**config.mk**
```make
export PLATFORM = sky130hd
export DESIGN_NAME = adc_regs
export DESIGN_NICKNAME = d
export VERILOG_FILES = /design/src/rtl/adc_pkg.sv /design/src/rtl/adc_regs.sv
export VERILOG_INCLUDE_DIRS = /design/src /design/src/rtl
export SDC_FILE = /design/constraint.sdc
export NUM_CORES = 1
export LEC_CHECK = 0
export ABC_AREA = 1
export BUFFER_PORTS_ARGS = -buffer_cell sky130_fd_sc_hd__buf_4
export CAP_MARGIN = 10
export CORE_MARGIN = 5
export CORE_UTILIZATION = 40
export DETAILED_ROUTE_END_ITERATION = 12
export GPL_ROUTABILITY_DRIVEN = 0
export PLACE_DENSITY = 0.67
export SLEW_MARGIN = 20
export SYNTH_ARGS = -nofsm -noshare
export SYNTH_HDL_FRONTEND = slang
export SYNTH_SLANG_ARGS = --single-unit
export TNS_END_PERCENT = 10
```
**constraint.sdc**
```tcl
create_clock -name clk_sys -period 0.8 [get_ports clk_sys]
set_input_delay 0.04 -clock clk_sys [delete_from_list [all_inputs] [get_ports clk_sys]]
set_output_delay 0.04 -clock clk_sys [all_outputs]
set_load 0.1 [all_outputs]
```
**src/rtl/adc_params.svh**
```systemverilog
// constants for the aux converter 2 and timing-error register slice
// assumes inclusion by the one design file only; the package does not include it
`ifndef ADC_PARAMS_SVH
`define ADC_PARAMS_SVH
`define ADC_OFS_DAC2_LOW 5'h11
`define ADC_OFS_DAC2_CTRL 5'h12
`define ADC_OFS_RSV_FIRST 5'h13
`define ADC_OFS_RSV_LAST 5'h18
`define ADC_OFS_IRQ 5'h19
`define ADC_OFS_REV 5'h1F
`define ADC_RST_BYTE 8'h00
`define ADC_BIT_LEG 7
`define ADC_BIT_DIR 6
`define ADC_BIT_PD 5
`define ADC_MSB_HI 1
`define ADC_BIT_DERR 7
`define ADC_BIT_SERR 6
`define ADC_BIT_ETYPE 4
`define ADC_BIT_DEN 3
`define ADC_BIT_SEN 2
`define ADC_BIT_LOOP 0
`endif

```
**src/rtl/adc_pkg.sv**
```systemverilog
// types shared by the register slice
// assumes adc_params.svh is on the include path
package adc_pkg;
    // register access strobe group from the serial control port
    typedef struct packed {
        logic wr;
        logic rd;
        logic [4:0] addr;
        logic [7:0] wdata;
    } adc_req_t;
    // analog-facing controls of aux converter 2
    typedef struct packed {
        logic [9:0] level;
        logic neg_leg;
        logic sink;
        logic power_down;
    } adc_aux_t;
endpackage

```
**src/rtl/adc_regs.sv**
```systemverilog
// register slice: aux converter 2 controls, timing-error flags, revision
// assumes the serial port decoder gives one-cycle rd/wr strobes on clk_sys
// Function
// - level word from upper bits 1:0, lower byte
// - magnitude rises monotonic with level word
// - bit7 selects leg, bit6 selects direction
// - bit5 one powers converter down
// - data timing flag latched, cleared by read
// - sync timing flag latched, cleared by read
// - bit4 reports hold or setup error
// - bit3 enables data timing interrupt
// - bit2 enables sync timing interrupt
// - bit0 loops sync output to input
// - fixed revision byte, writes ignored
`timescale 1ns/10ps
`include "adc_params.svh"
module adc_regs
    import adc_pkg::*;
#(
    parameter logic [7:0] REVISION = 8'hA5 // arbitrary value
)(
    input wire logic clk_sys,
    input wire logic arst_n,
    input wire adc_req_t req,
    output logic [7:0] rdata,
    input wire logic data_timing_err,
    input wire logic data_err_is_setup,
    input wire logic sync_timing_err,
    input wire logic sync_out,
    input wire logic sync_in_pin,
    output logic sync_in_path,
    output adc_aux_t aux2,
    output logic aux2_positive_output,
    output logic aux2_negative_output,
    output logic irq
);
    logic [7:0] dac_low;
    logic [7:0] dac_ctrl;
    logic derr, serr, etype, den, sen, loopen;
    logic [7:0] next_dac_low;
    logic [7:0] next_dac_ctrl;
    logic next_derr, next_serr, next_etype, next_den, next_sen, next_loopen;
    logic [7:0] next_rdata;
    logic rd_irq;

    assign rd_irq = req.rd && (req.addr == `ADC_OFS_IRQ);

    // next values; a new error wins over the read that clears
    always_comb
    begin
        next_dac_low = dac_low;
        next_dac_ctrl = dac_ctrl;
        next_den = den;
        next_sen = sen;
        next_loopen = loopen;
        if (req.wr && req.addr == `ADC_OFS_DAC2_LOW)
            next_dac_low = req.wdata;
        if (req.wr && req.addr == `ADC_OFS_DAC2_CTRL)
            next_dac_ctrl = req.wdata;
        if (req.wr && req.addr == `ADC_OFS_IRQ)
        begin
            next_den = req.wdata[`ADC_BIT_DEN];
            next_sen = req.wdata[`ADC_BIT_SEN];
            next_loopen = req.wdata[`ADC_BIT_LOOP];
        end
        next_derr = data_timing_err | (derr & ~rd_irq);
        next_serr = sync_timing_err | (serr & ~rd_irq);
        // type taken from the latest data timing error, even while the flag is already set
        next_etype = data_timing_err ? data_err_is_setup : etype;
        // read data; revision register has no write path
        next_rdata = `ADC_RST_BYTE;
        if (req.rd)
        begin
            unique case (req.addr)
                `ADC_OFS_DAC2_LOW: next_rdata = dac_low;
                `ADC_OFS_DAC2_CTRL: next_rdata = dac_ctrl;
                `ADC_OFS_IRQ:
                begin
                    next_rdata[`ADC_BIT_DERR] = derr;
                    next_rdata[`ADC_BIT_SERR] = serr;
                    next_rdata[`ADC_BIT_ETYPE] = etype;
                    next_rdata[`ADC_BIT_DEN] = den;
                    next_rdata[`ADC_BIT_SEN] = sen;
                    next_rdata[`ADC_BIT_LOOP] = loopen;
                end
                `ADC_OFS_REV: next_rdata = REVISION;
                default: next_rdata = `ADC_RST_BYTE;
            endcase
        end
        else
            next_rdata = rdata;
    end

    // registers only
    always_ff @(posedge clk_sys or negedge arst_n)
    begin
        if (!arst_n)
        begin
            dac_low <= `ADC_RST_BYTE;
            dac_ctrl <= `ADC_RST_BYTE;
            derr <= 1'b0;
            serr <= 1'b0;
            etype <= 1'b0;
            den <= 1'b0;
            sen <= 1'b0;
            loopen <= 1'b0;
            rdata <= `ADC_RST_BYTE;
        end
        else
        begin
            dac_low <= next_dac_low;
            dac_ctrl <= next_dac_ctrl;
            derr <= next_derr;
            serr <= next_serr;
            etype <= next_etype;
            den <= next_den;
            sen <= next_sen;
            loopen <= next_loopen;
            rdata <= next_rdata;
        end
    end

    // analog controls; straight binary word keeps the current monotonic
    assign aux2.level = {dac_ctrl[`ADC_MSB_HI:0], dac_low};
    assign aux2.neg_leg = dac_ctrl[`ADC_BIT_LEG];
    assign aux2.sink = dac_ctrl[`ADC_BIT_DIR];
    assign aux2.power_down = dac_ctrl[`ADC_BIT_PD];
    assign aux2_positive_output = ~dac_ctrl[`ADC_BIT_LEG] & ~dac_ctrl[`ADC_BIT_PD];
    assign aux2_negative_output = dac_ctrl[`ADC_BIT_LEG] & ~dac_ctrl[`ADC_BIT_PD];
    assign sync_in_path = loopen ? sync_out : sync_in_pin;
    assign irq = (derr & den) | (serr & sen);
endmodule // adc_regs

```
==> flow_metrics.env, run 1 <==
export IMPL_outcome="complete, but fails checks"
export IMPL_violations="negative setup slack"
export IMPL_synth_area_per_cell_sq_um=8.266
export IMPL_dieArea_sq_um=5232
export IMPL_synth_edf_count=0
export IMPL_grt_max_degree=31
export IMPL_wl_per_cell_um=14.00
export IMPL_grt_pass1_wl_um=7534
export IMPL_die_y_um=72.33
export IMPL_clkTransAtPathRegs_ns=0.06
export IMPL_ios=47
export IMPL_synth_area_sq_um=1554
export IMPL_maxCapViolations=0
export IMPL_max_freq_ghz=0.8930
export IMPL_cts_sinks=30
export IMPL_grt_ovfl_total=0
export IMPL_post_place_ws_ns=-0.2202
export IMPL_die_w_um=72.33
export IMPL_fin_hold_ws_ns=0.008338
export IMPL_initial_core_util=0.4182
export IMPL_hold_viol=0
export IMPL_worst_pin_slew_ns=0.5010
export IMPL_final_nets=295
export IMPL_cp_start_kind="register"
export IMPL_htree_num_levels=2
export IMPL_p_per_area_nw_per_um2=2371
export IMPL_drc_errors=0
export IMPL_track_usage=0.1888
export IMPL_async_flop_share=1.000
export IMPL_syn_num_nets=210
export IMPL_syn_inst=188
export IMPL_ys_types=21
export IMPL_final_cells=322
export IMPL_yosysTopAreaCellShare=0.4831
export IMPL_p_int_uw=3608
export IMPL_arrival_ns=1.08
export IMPL_cts_buffers=5
export IMPL_worstSetupEndpointType="primary output"
export IMPL_rsz0062_at_grt="yes"
export IMPL_dp_cells=294
export IMPL_pwr_share_seq=0.314
export IMPL_ant_nets=0
export IMPL_area_delta_synth_final_pct=73.91
export IMPL_diodes=0
export IMPL_first_iter_violations=66
export IMPL_crit_path_start="dac_ctrl[5]$_DFFE_PN0P_"
export IMPL_synth_area_top_cells="dfrtp_1 (48%), nand2_1 (18%), nand3_1 (5.8%)"
export IMPL_skew_ns=0.01039
export IMPL_grt_pass1_vias=1606
export IMPL_maxSlewViolCount=0
export IMPL_clock_latency_ns=0.29
export IMPL_yosysWarnings=0
export IMPL_switching_share=0.4369
export IMPL_io_buffers=46
export IMPL_p_comb_frac=0.490
export IMPL_slew_headroom=0.6648
export IMPL_min_period_ns=1.120
export IMPL_antenna_found_initial=0
export IMPL_hold_start="req[13]"
export IMPL_first_pass_iters=4
export IMPL_required_ns=0.76
export IMPL_critPathMaxFanout=4
export IMPL_crit_type="register to primary output"
export IMPL_coreArea_sq_um=3716
export IMPL_fin_crit_sh=1.400
export IMPL_timing_rr_start="derr$_DFF_PN0_"
export IMPL_postRouteWirelength_um=4508
export IMPL_via_per_inst=4.745
export IMPL_leakagePower_uw=0.001367
export IMPL_setup_viol=36
export IMPL_synthTopCellsByCount="nand2_1 (74), dfrtp_1 (30), nand3_1 (18), inv_1 (12), o21ai_1 (12)"
export IMPL_route_vias_total=1528
export IMPL_ys_ff_latch=30
export IMPL_reg2reg_slack_ns=-0.24
export IMPL_cts_root_buffer="clkbuf_8"
export IMPL_layout_setup_ws_ns=-0.3198
export IMPL_cts_tree="done"
export IMPL_drive_above_1_share=0.4854
export IMPL_peakVddDrop_uv=1957
export IMPL_place_hpwl_um=3086
export IMPL_synth_top_cell_by_area="dfrtp_1"
export IMPL_hp_class="input pin to register"
export IMPL_synthFlopType="dfrtp_1"
export IMPL_clk_path_buf_depth=2
export IMPL_rows=22
export IMPL_power_total_uw=6408
export IMPL_synth_most_common_cell="nand2_1"
export IMPL_p_switching_uw=2800
export IMPL_yosysSeqAreaShare=0.4831
export IMPL_power_frac_clock=0.196
power by group through the flow:
stage	Clock (uW)	Sequential (uW)	Combinational, uW
floorplan	0	2610	1220
detailed placement	0	1980	2470
finish	1260	2010	3140
global placement	0	1980	2460
CTS	1270	1990	3110
global route	1340	2040	3270
sequential cells by signal (all words and copies together), names as in the netlist:
| name | cells |
|---|---|
| loopen | 1 |
| serr | 1 |
| sen | 1 |
| den | 1 |
| dac_ctrl | 8 |
| dac_low | 8 |
| etype | 1 |
| derr | 1 |
| rdata | 8 |
metal layers:
metal,vias to the layer above,track usage,wire (um)
li1,774,-,-
met1,705,0.2279,1950
met2,43,0.3175,2263
met3,6,0.06233,251
met4,0,0.05846,42
met5,-,0,0
worst max-delay path, cell delays in order (launching register included):
cell and delay, ns:
dfrtp_2 0.47, nor2_4 0.15, buf_12 0.18
logic make-up (layout without fill, tap and decap cells):
kind of cell	after synthesis	after routing	share of synthesized area
and+or+nand+nor	115	115	0.3631
DFF	30	30	0.4831
muxes	1	1	0.007246
AOI/OAI and AO/OA	18	18	0.06683
buffers and inverters	24	110	0.07970
stage by stage:
stage | TNS (ns) | cell area, sq um | util
6_report | -5.736 | 2703 | 0.7273
5_1_grt | -7.073 | 2703 | 0.7273
4_1_cts | -5.681 | 2638 | 0.7098
3_5_place_dp | -5.704 | 2138 | 0.5754
3_3_place_gp | -5.147 | 2138 | 0.5754
2_1_floorplan | -3.155 | 1628 | -
path summary, 6_finish.rpt:
| kind | end | depth (start not counted) |
|---|---|---|
| min in group asynchronous | dac_ctrl[1]$_DFFE_PN0P_ | 2 |
| max | aux2_positive_output | 2 |
| max in group asynchronous | dac_low[7]$_DFFE_PN0P_ | 2 |
| min | rdata[5]$_DFFE_PN0P_ | 3 |
| min reg2reg | dac_ctrl[3]$_DFFE_PN0P_ | 2 |
| max reg2reg | rdata[7]$_DFFE_PN0P_ | 6 |
cells in the final DEF (no fill, tap or decap), drive strengths merged:
cell	netlist	layout
mux2	1	1
dlygate4sd3	0	11
o22ai	1	1
nand3	20	20
clkinv	0	1
nand4	7	7
clkbuf	1	7
dlymetal6s4s	0	1
o21bai	5	5
inv	15	15
dfrtp	30	30
nand2	76	76
buf	8	75
nor2	12	12
o21ai	12	12
cell type report:
type	count	area [sq um]
Fill cell	289	1013
Timing Repair Buffer	87	970.9
Sequential cell	30	780.7
Multi-Input combinational cell	134	740.7
Clock buffer	7	86.33
Tap cell	48	60.06
Inverter	15	58.81
Clock inverter	1	5.005
repair_timing:
item / CTS / global route
pin swaps: 4 / 11
hold buffers: 12 / 0
endpoints found under the setup margin: 32 / 41
hold endpoints to repair: 43 / 0
resized for setup: 61 / 20
setup buffers: 7 / 1
(Power assumes the default switching activity.)
==> run 2, diff against run 1 <==
ABC_AREA = 0   (was 1)
PLACE_DENSITY = 0.68   (was 0.67)
==> flow_metrics.env, run 2 <==
export IMPL_die_w_um=70.76
export IMPL_setup_viol=54
export IMPL_synth_xor_area_frac=0
export IMPL_syn_inst=116
export IMPL_clock_latency_ns=0.28
export IMPL_cts_tree="done"
export IMPL_outcome="complete, but fails checks"
export IMPL_synth_area_top_cells="dfrtp_1 (51%), mux2_2 (21%), o22ai_1 (3.0%)"
export IMPL_coreArea_sq_um=3606
export IMPL_crit_family="flip-flops"
export IMPL_rr_worst_depth=4
export IMPL_p_int_uw=3858
export IMPL_leakagePower_uw=0.001214
export IMPL_yosysWarnings=0
export IMPL_antenna_found_initial=0
export IMPL_via_per_inst=5.159
export IMPL_mostFrequentLayoutCells="buf_4 (37), buf_12 (24), mux2_2 (20)"
export IMPL_ant_nets=0
export IMPL_grt_max_degree=31
export IMPL_seqCellArea_sq_um=769.5
export IMPL_htree_num_levels=2
export IMPL_drc_errors=0
export IMPL_cts_sinks=30
export IMPL_ys_types=32
export IMPL_synth_top_family_by_area="multiplexers"
export IMPL_hold_viol=0
export IMPL_pwr_share_seq=0.301
export IMPL_worstPathCellList="buf_6, a22o_4, buf_12"
export IMPL_min_period_ns=1.234
export IMPL_io_buffers=46
export IMPL_cp_buffers_inverters=2
export IMPL_diodes=0
export IMPL_synth_fa_ha_area_frac=0
export IMPL_cp_depth=3
export IMPL_postPlaceCellArea_sq_um=2066
export IMPL_track_usage=0.1908
export IMPL_synth_area_per_cell_sq_um=12.73
export IMPL_switching_share=0.4062
export IMPL_wl_per_cell_um=18.18
export IMPL_largestRegisters="dac_ctrl: 8 flops, dac_low: 8 flops, rdata: 8 flops"
export IMPL_max_stage_delay_ns=0.39
export IMPL_clk_path_buf_depth=2
export IMPL_synth_area_sq_um=1476
export IMPL_die_y_um=70.76
export IMPL_fillers=221
export IMPL_async_flop_share=1.000
export IMPL_final_common_cell="buf_4"
export IMPL_ys_ff_latch=30
export IMPL_fin_crit_sh=1.543
export IMPL_arrival_ns=1.19
export IMPL_slowest_stage="dfrtp_1"
export IMPL_slew_headroom=0.7462
export IMPL_grt_ovfl_total=0
export IMPL_cts_root_buffer="clkbuf_8"
export IMPL_p_comb_frac=0.505
export IMPL_yosysTopAreaCellShare=0.5085
export IMPL_max_freq_ghz=0.8103
export IMPL_syn_num_nets=138
export IMPL_final_nets=225
export IMPL_skew_ns=0.002205
export IMPL_crit_type="register to primary output"
export IMPL_ios=47
export IMPL_power_frac_clock=0.194
export IMPL_hp_class="input pin to register"
export IMPL_postRouteWirelength_um=4581
export IMPL_synthFlopType="dfrtp_1"
export IMPL_timing_rr_start="dac_low[5]$_DFFE_PN0P_"
export IMPL_final_cell_area_sq_um=2755
export IMPL_route_vias_total=1300
export IMPL_initial_core_util=0.4094
export IMPL_reg2reg_slack_ns=-0.37
export IMPL_synthTopCellsByCount="dfrtp_1 (30), mux2_2 (27), inv_1 (8), o22ai_1 (7), buf_4 (5)"
export IMPL_drive_above_1_share=0.6961
export IMPL_cts_buffers=5
export IMPL_violations="negative setup slack"
export IMPL_grt_pass1_wl_um=7389
export IMPL_synth_compound_area_frac=0.1280
export IMPL_area_delta_synth_final_pct=86.61
export IMPL_required_ns=0.76
export IMPL_grt_pass1_vias=1490
export IMPL_cp_start_kind="register"
export IMPL_critPathMaxFanout=2
export IMPL_synth_top_cell_by_area="dfrtp_1"
export IMPL_worstSetupEndpointType="primary output"
export IMPL_synth_area_mux_share=0.2059
export IMPL_r2r_end="rdata[5]$_DFFE_PN0P_"
export IMPL_first_pass_iters=5
export IMPL_worst_pin_slew_ns=0.3806
export IMPL_dieArea_sq_um=5006
export IMPL_cp_endpoint="irq"
export IMPL_layout_setup_ws_ns=-0.4341
export IMPL_crit_path_start="sen$_DFFE_PN0P_"
export IMPL_maxCapViolations=0
export IMPL_maxSlewViolCount=0
export IMPL_peakVddDrop_uv=2429
export IMPL_rsz0062_at_grt="yes"
export IMPL_synthSimpleGateAreaFrac=0.09068
export IMPL_rows=22
export IMPL_clkTransAtPathRegs_ns=0.06
export IMPL_yosysSeqAreaShare=0.5085
export IMPL_first_iter_violations=50
export IMPL_final_util=0.7641
export IMPL_p_per_area_nw_per_um2=2358
export IMPL_synth_most_common_cell="dfrtp_1"
export IMPL_multiInputGateArea_sq_um=740.7
export IMPL_place_hpwl_um=2825
export IMPL_synth_edf_count=0
export IMPL_p_switching_uw=2638
## run 2: cell types whose count changed after synthesis, sizes merged, moves of 7 or more
cell	previous run	this run
nand2	76	2
nor2	12	2
nand4	7	0
o21ai	12	0
inv	15	8
mux2	1	27
nand3	20	3
## run 2: layout make-up
type,count,area share
clock buffers,7,0.03134
clock inverters,1,0.001817
inverters,8,0.01090
multi-input cells,69,0.2688
flip-flops and latches,30,0.2793
well taps,48,0.02180
repair buffers,89,0.3860
## run 2: metrics by stage
stage	std cells	setup WS, ns	hold WS (ns)	TNS, ns	total power [uW]
6_report	252	-0.4341	0.007279	-9.072	6496
5_1_grt	252	-0.4690	0.001402	-10.74	6729
4_1_cts	250	-0.4515	-0.004876	-8.899	6351
3_5_place_dp	229	-0.4419	-0.01243	-11.25	4346
3_3_place_gp	229	-0.4021	-0.01723	-10.35	4317
2_1_floorplan	116	-0.5411	-0.2556	-10.61	3704
## run 2: cells by family after synthesis
kind of cell,after synthesis
buffers and inverters,17
AOI/OAI and AO/OA,26
muxes,27
DFF,30
and+or+nand+nor,16
## run 2: how the worst min path moves through the flow
stage	startpoint	end	slack, ns	cells past startpoint
2_1_floorplan	arst_n	dac_ctrl[0]$_DFFE_PN0P_	-0.26	0
3_3_place_gp	arst_n	dac_ctrl[4]$_DFFE_PN0P_	-0.02	1
3_5_place_dp	arst_n	dac_ctrl[6]$_DFFE_PN0P_	-0.01	1
4_1_cts	data_timing_err	etype$_DFFE_PN0P_	-0.005	2
5_1_grt	data_timing_err	etype$_DFFE_PN0P_	0.001	2
6_report	data_timing_err	etype$_DFFE_PN0P_	0.007	2
## run 2: timing repair
item                                   4_1_cts  5_1_grt
pin swaps                                    4        1
setup endpoints to repair                   54       54
hold buffers                                11        0
setup buffers                                2        2
gates resized for setup                     89       21
cloned                                       0        0
endpoints found under the hold margin       51        0
## run 2: metal layers
layer | track usage | wire, um | vias up
met5 | 0 | 0 | -
met4 | 0.06889 | 96 | 0
met1 | 0.2088 | 1857 | 657
met3 | 0.04830 | 184 | 11
li1 | - | - | 602
met2 | 0.3532 | 2442 | 30
## run 2: power by group through the flow
stage          clock network, uW  registers [uW]  logic (uW)
6_report                    1260            1960        3280
5_1_grt                     1360            1990        3390
4_1_cts                     1300            1940        3110
3_5_place_dp                   0            1910        2430
3_3_place_gp                   0            1910        2410
2_1_floorplan                  0            2520        1180
==> run 3, diff against run 2 <==
TNS_END_PERCENT = 100   (was 10)
==> flow_metrics.env, run 3 (same netlist as run 2, synthesis figures left out) <==
export IMPL_final_nets=232
export IMPL_hp_class="input pin to register"
export IMPL_setup_viol=52
export IMPL_die_y_um=70.76
export IMPL_critPathMaxFanout=2
export IMPL_power_total_uw=6837
export IMPL_antenna_found_initial=0
export IMPL_maxSlewViolCount=0
export IMPL_initial_core_util=0.4094
export IMPL_fin_crit_sh=1.542
export IMPL_min_period_ns=1.234
export IMPL_leakagePower_uw=0.001324
export IMPL_drc_errors=0
export IMPL_final_cell_area_sq_um=2947
export IMPL_postRouteWirelength_um=5632
export IMPL_clock_latency_ns=0.29
export IMPL_drive_above_1_share=0.7393
export IMPL_grt_ovfl_total=0
export IMPL_route_vias_total=1386
export IMPL_reg2reg_slack_ns=-0.41
export IMPL_peakVddDrop_uv=1594
export IMPL_grt_pass1_wl_um=8252
export IMPL_outcome="complete, but fails checks"
export IMPL_cp_start_kind="register"
export IMPL_cts_root_buffer="clkbuf_8"
export IMPL_cts_tree="done"
export IMPL_violations="negative setup slack"
export IMPL_first_pass_iters=4
export IMPL_largestRegisters="dac_ctrl: 8 flops, dac_low: 8 flops, rdata: 8 flops"
export IMPL_via_per_inst=5.351
export IMPL_crit_path_start="loopen$_DFFE_PN0P_"
export IMPL_hold_start="data_timing_err"
export IMPL_htree_num_levels=2
export IMPL_area_delta_synth_final_pct=99.58
export IMPL_wl_per_cell_um=21.75
export IMPL_grt_max_degree=31
export IMPL_diodes=0
export IMPL_worst_pin_slew_ns=0.3855
export IMPL_arrival_ns=1.19
export IMPL_ios=47
export IMPL_p_per_area_nw_per_um2=2320
export IMPL_slew_headroom=0.7422
export IMPL_place_hpwl_um=2950
export IMPL_hold_viol=0
export IMPL_rows=22
export IMPL_final_util=0.8171
export IMPL_required_ns=0.76
export IMPL_crit_type="register to primary output"
export IMPL_layout_setup_ws_ns=-0.4336
export IMPL_max_freq_ghz=0.8106
export IMPL_worstSetupEndpointType="primary output"
export IMPL_ant_nets=0
export IMPL_clk_path_buf_depth=2
export IMPL_maxCapViolations=0
export IMPL_grt_pass1_vias=1606
export IMPL_rsz0062_at_grt="yes"
export IMPL_timing_rr_start="dac_low[5]$_DFFE_PN0P_"
export IMPL_io_buffers=46
export IMPL_cts_buffers=5
export IMPL_mostFrequentLayoutCells="buf_4 (37), buf_12 (25), mux2_4 (20)"
export IMPL_first_iter_violations=71
export IMPL_cts_sinks=30
export IMPL_coreArea_sq_um=3606
export IMPL_dieArea_sq_um=5006
export IMPL_tns_ns=-10.86
export IMPL_clkTransAtPathRegs_ns=0.07
export IMPL_track_usage=0.2155
export IMPL_postPlaceCellArea_sq_um=2103
export IMPL_final_common_cell="buf_4"
export IMPL_die_w_um=70.76
export IMPL_skew_ns=0.008540
-- run 3: worst paths after layout --
| kind | end | cells after the start |
|---|---|---|
| max | sync_in_path | 2 |
| min | etype$_DFFE_PN0P_ | 2 |
| max reg2reg | rdata[5]$_DFFE_PN0P_ | 4 |
| min reg2reg | etype$_DFFE_PN0P_ | 1 |
| max in group asynchronous | dac_low[2]$_DFFE_PN0P_ | 2 |
| min in group asynchronous | rdata[6]$_DFFE_PN0P_ | 2 |
-- run 3: critical path: stages, from the launching register on --
cell,delay [ns]
dfrtp_1,0.41
mux2_4,0.32
buf_12,0.17
-- run 3: metal layers --
metal	global-route usage	routed length (um)
met5	0	0
met4	0.1023	247
met3	0.05256	201
met2	0.3872	2994
met1	0.2366	2189
-- run 3: layout make-up --
type                            instances  area, sq um
Multi-Input combinational cell         69        818.3
Clock buffer                            7        86.33
Fill cell                             182        659.4
Sequential cell                        30        792.0
Timing Repair Buffer                   96         1155
Clock inverter                          1        5.005
Tap cell                               48        60.06
Inverter                                8        30.03
-- run 3: stage by stage --
stage / worst slack (ns) / std cells / hold WS, ns
floorplan: -0.5411 / 116 / -0.2556
global placement: -0.3741 / 225 / -0.01712
detailed placement: -0.3951 / 225 / -0.01096
CTS: -0.4275 / 257 / -0.0004799
global route: -0.4548 / 259 / 0.009861
finish: -0.4336 / 259 / 0.01500
-- run 3: repair_timing --
item | in CTS | in global routing
endpoints found under the hold margin | 45 | 0
gates resized for setup | 106 | 23
gates cloned | 0 | 0
pin swaps | 4 | 2
setup buffers | 11 | 2
hold buffers | 13 | 0
setup endpoints to repair | 52 | 53
-- run 3: power by group --
group	leakage, uW	switching, uW	total [uW]	internal (uW)
logic	0.000918	1960	3540	1580
registers	0.000357	228	2000	1770
clock network	0.0000482	606	1300	694
total	0.00132	2790	6840	4050
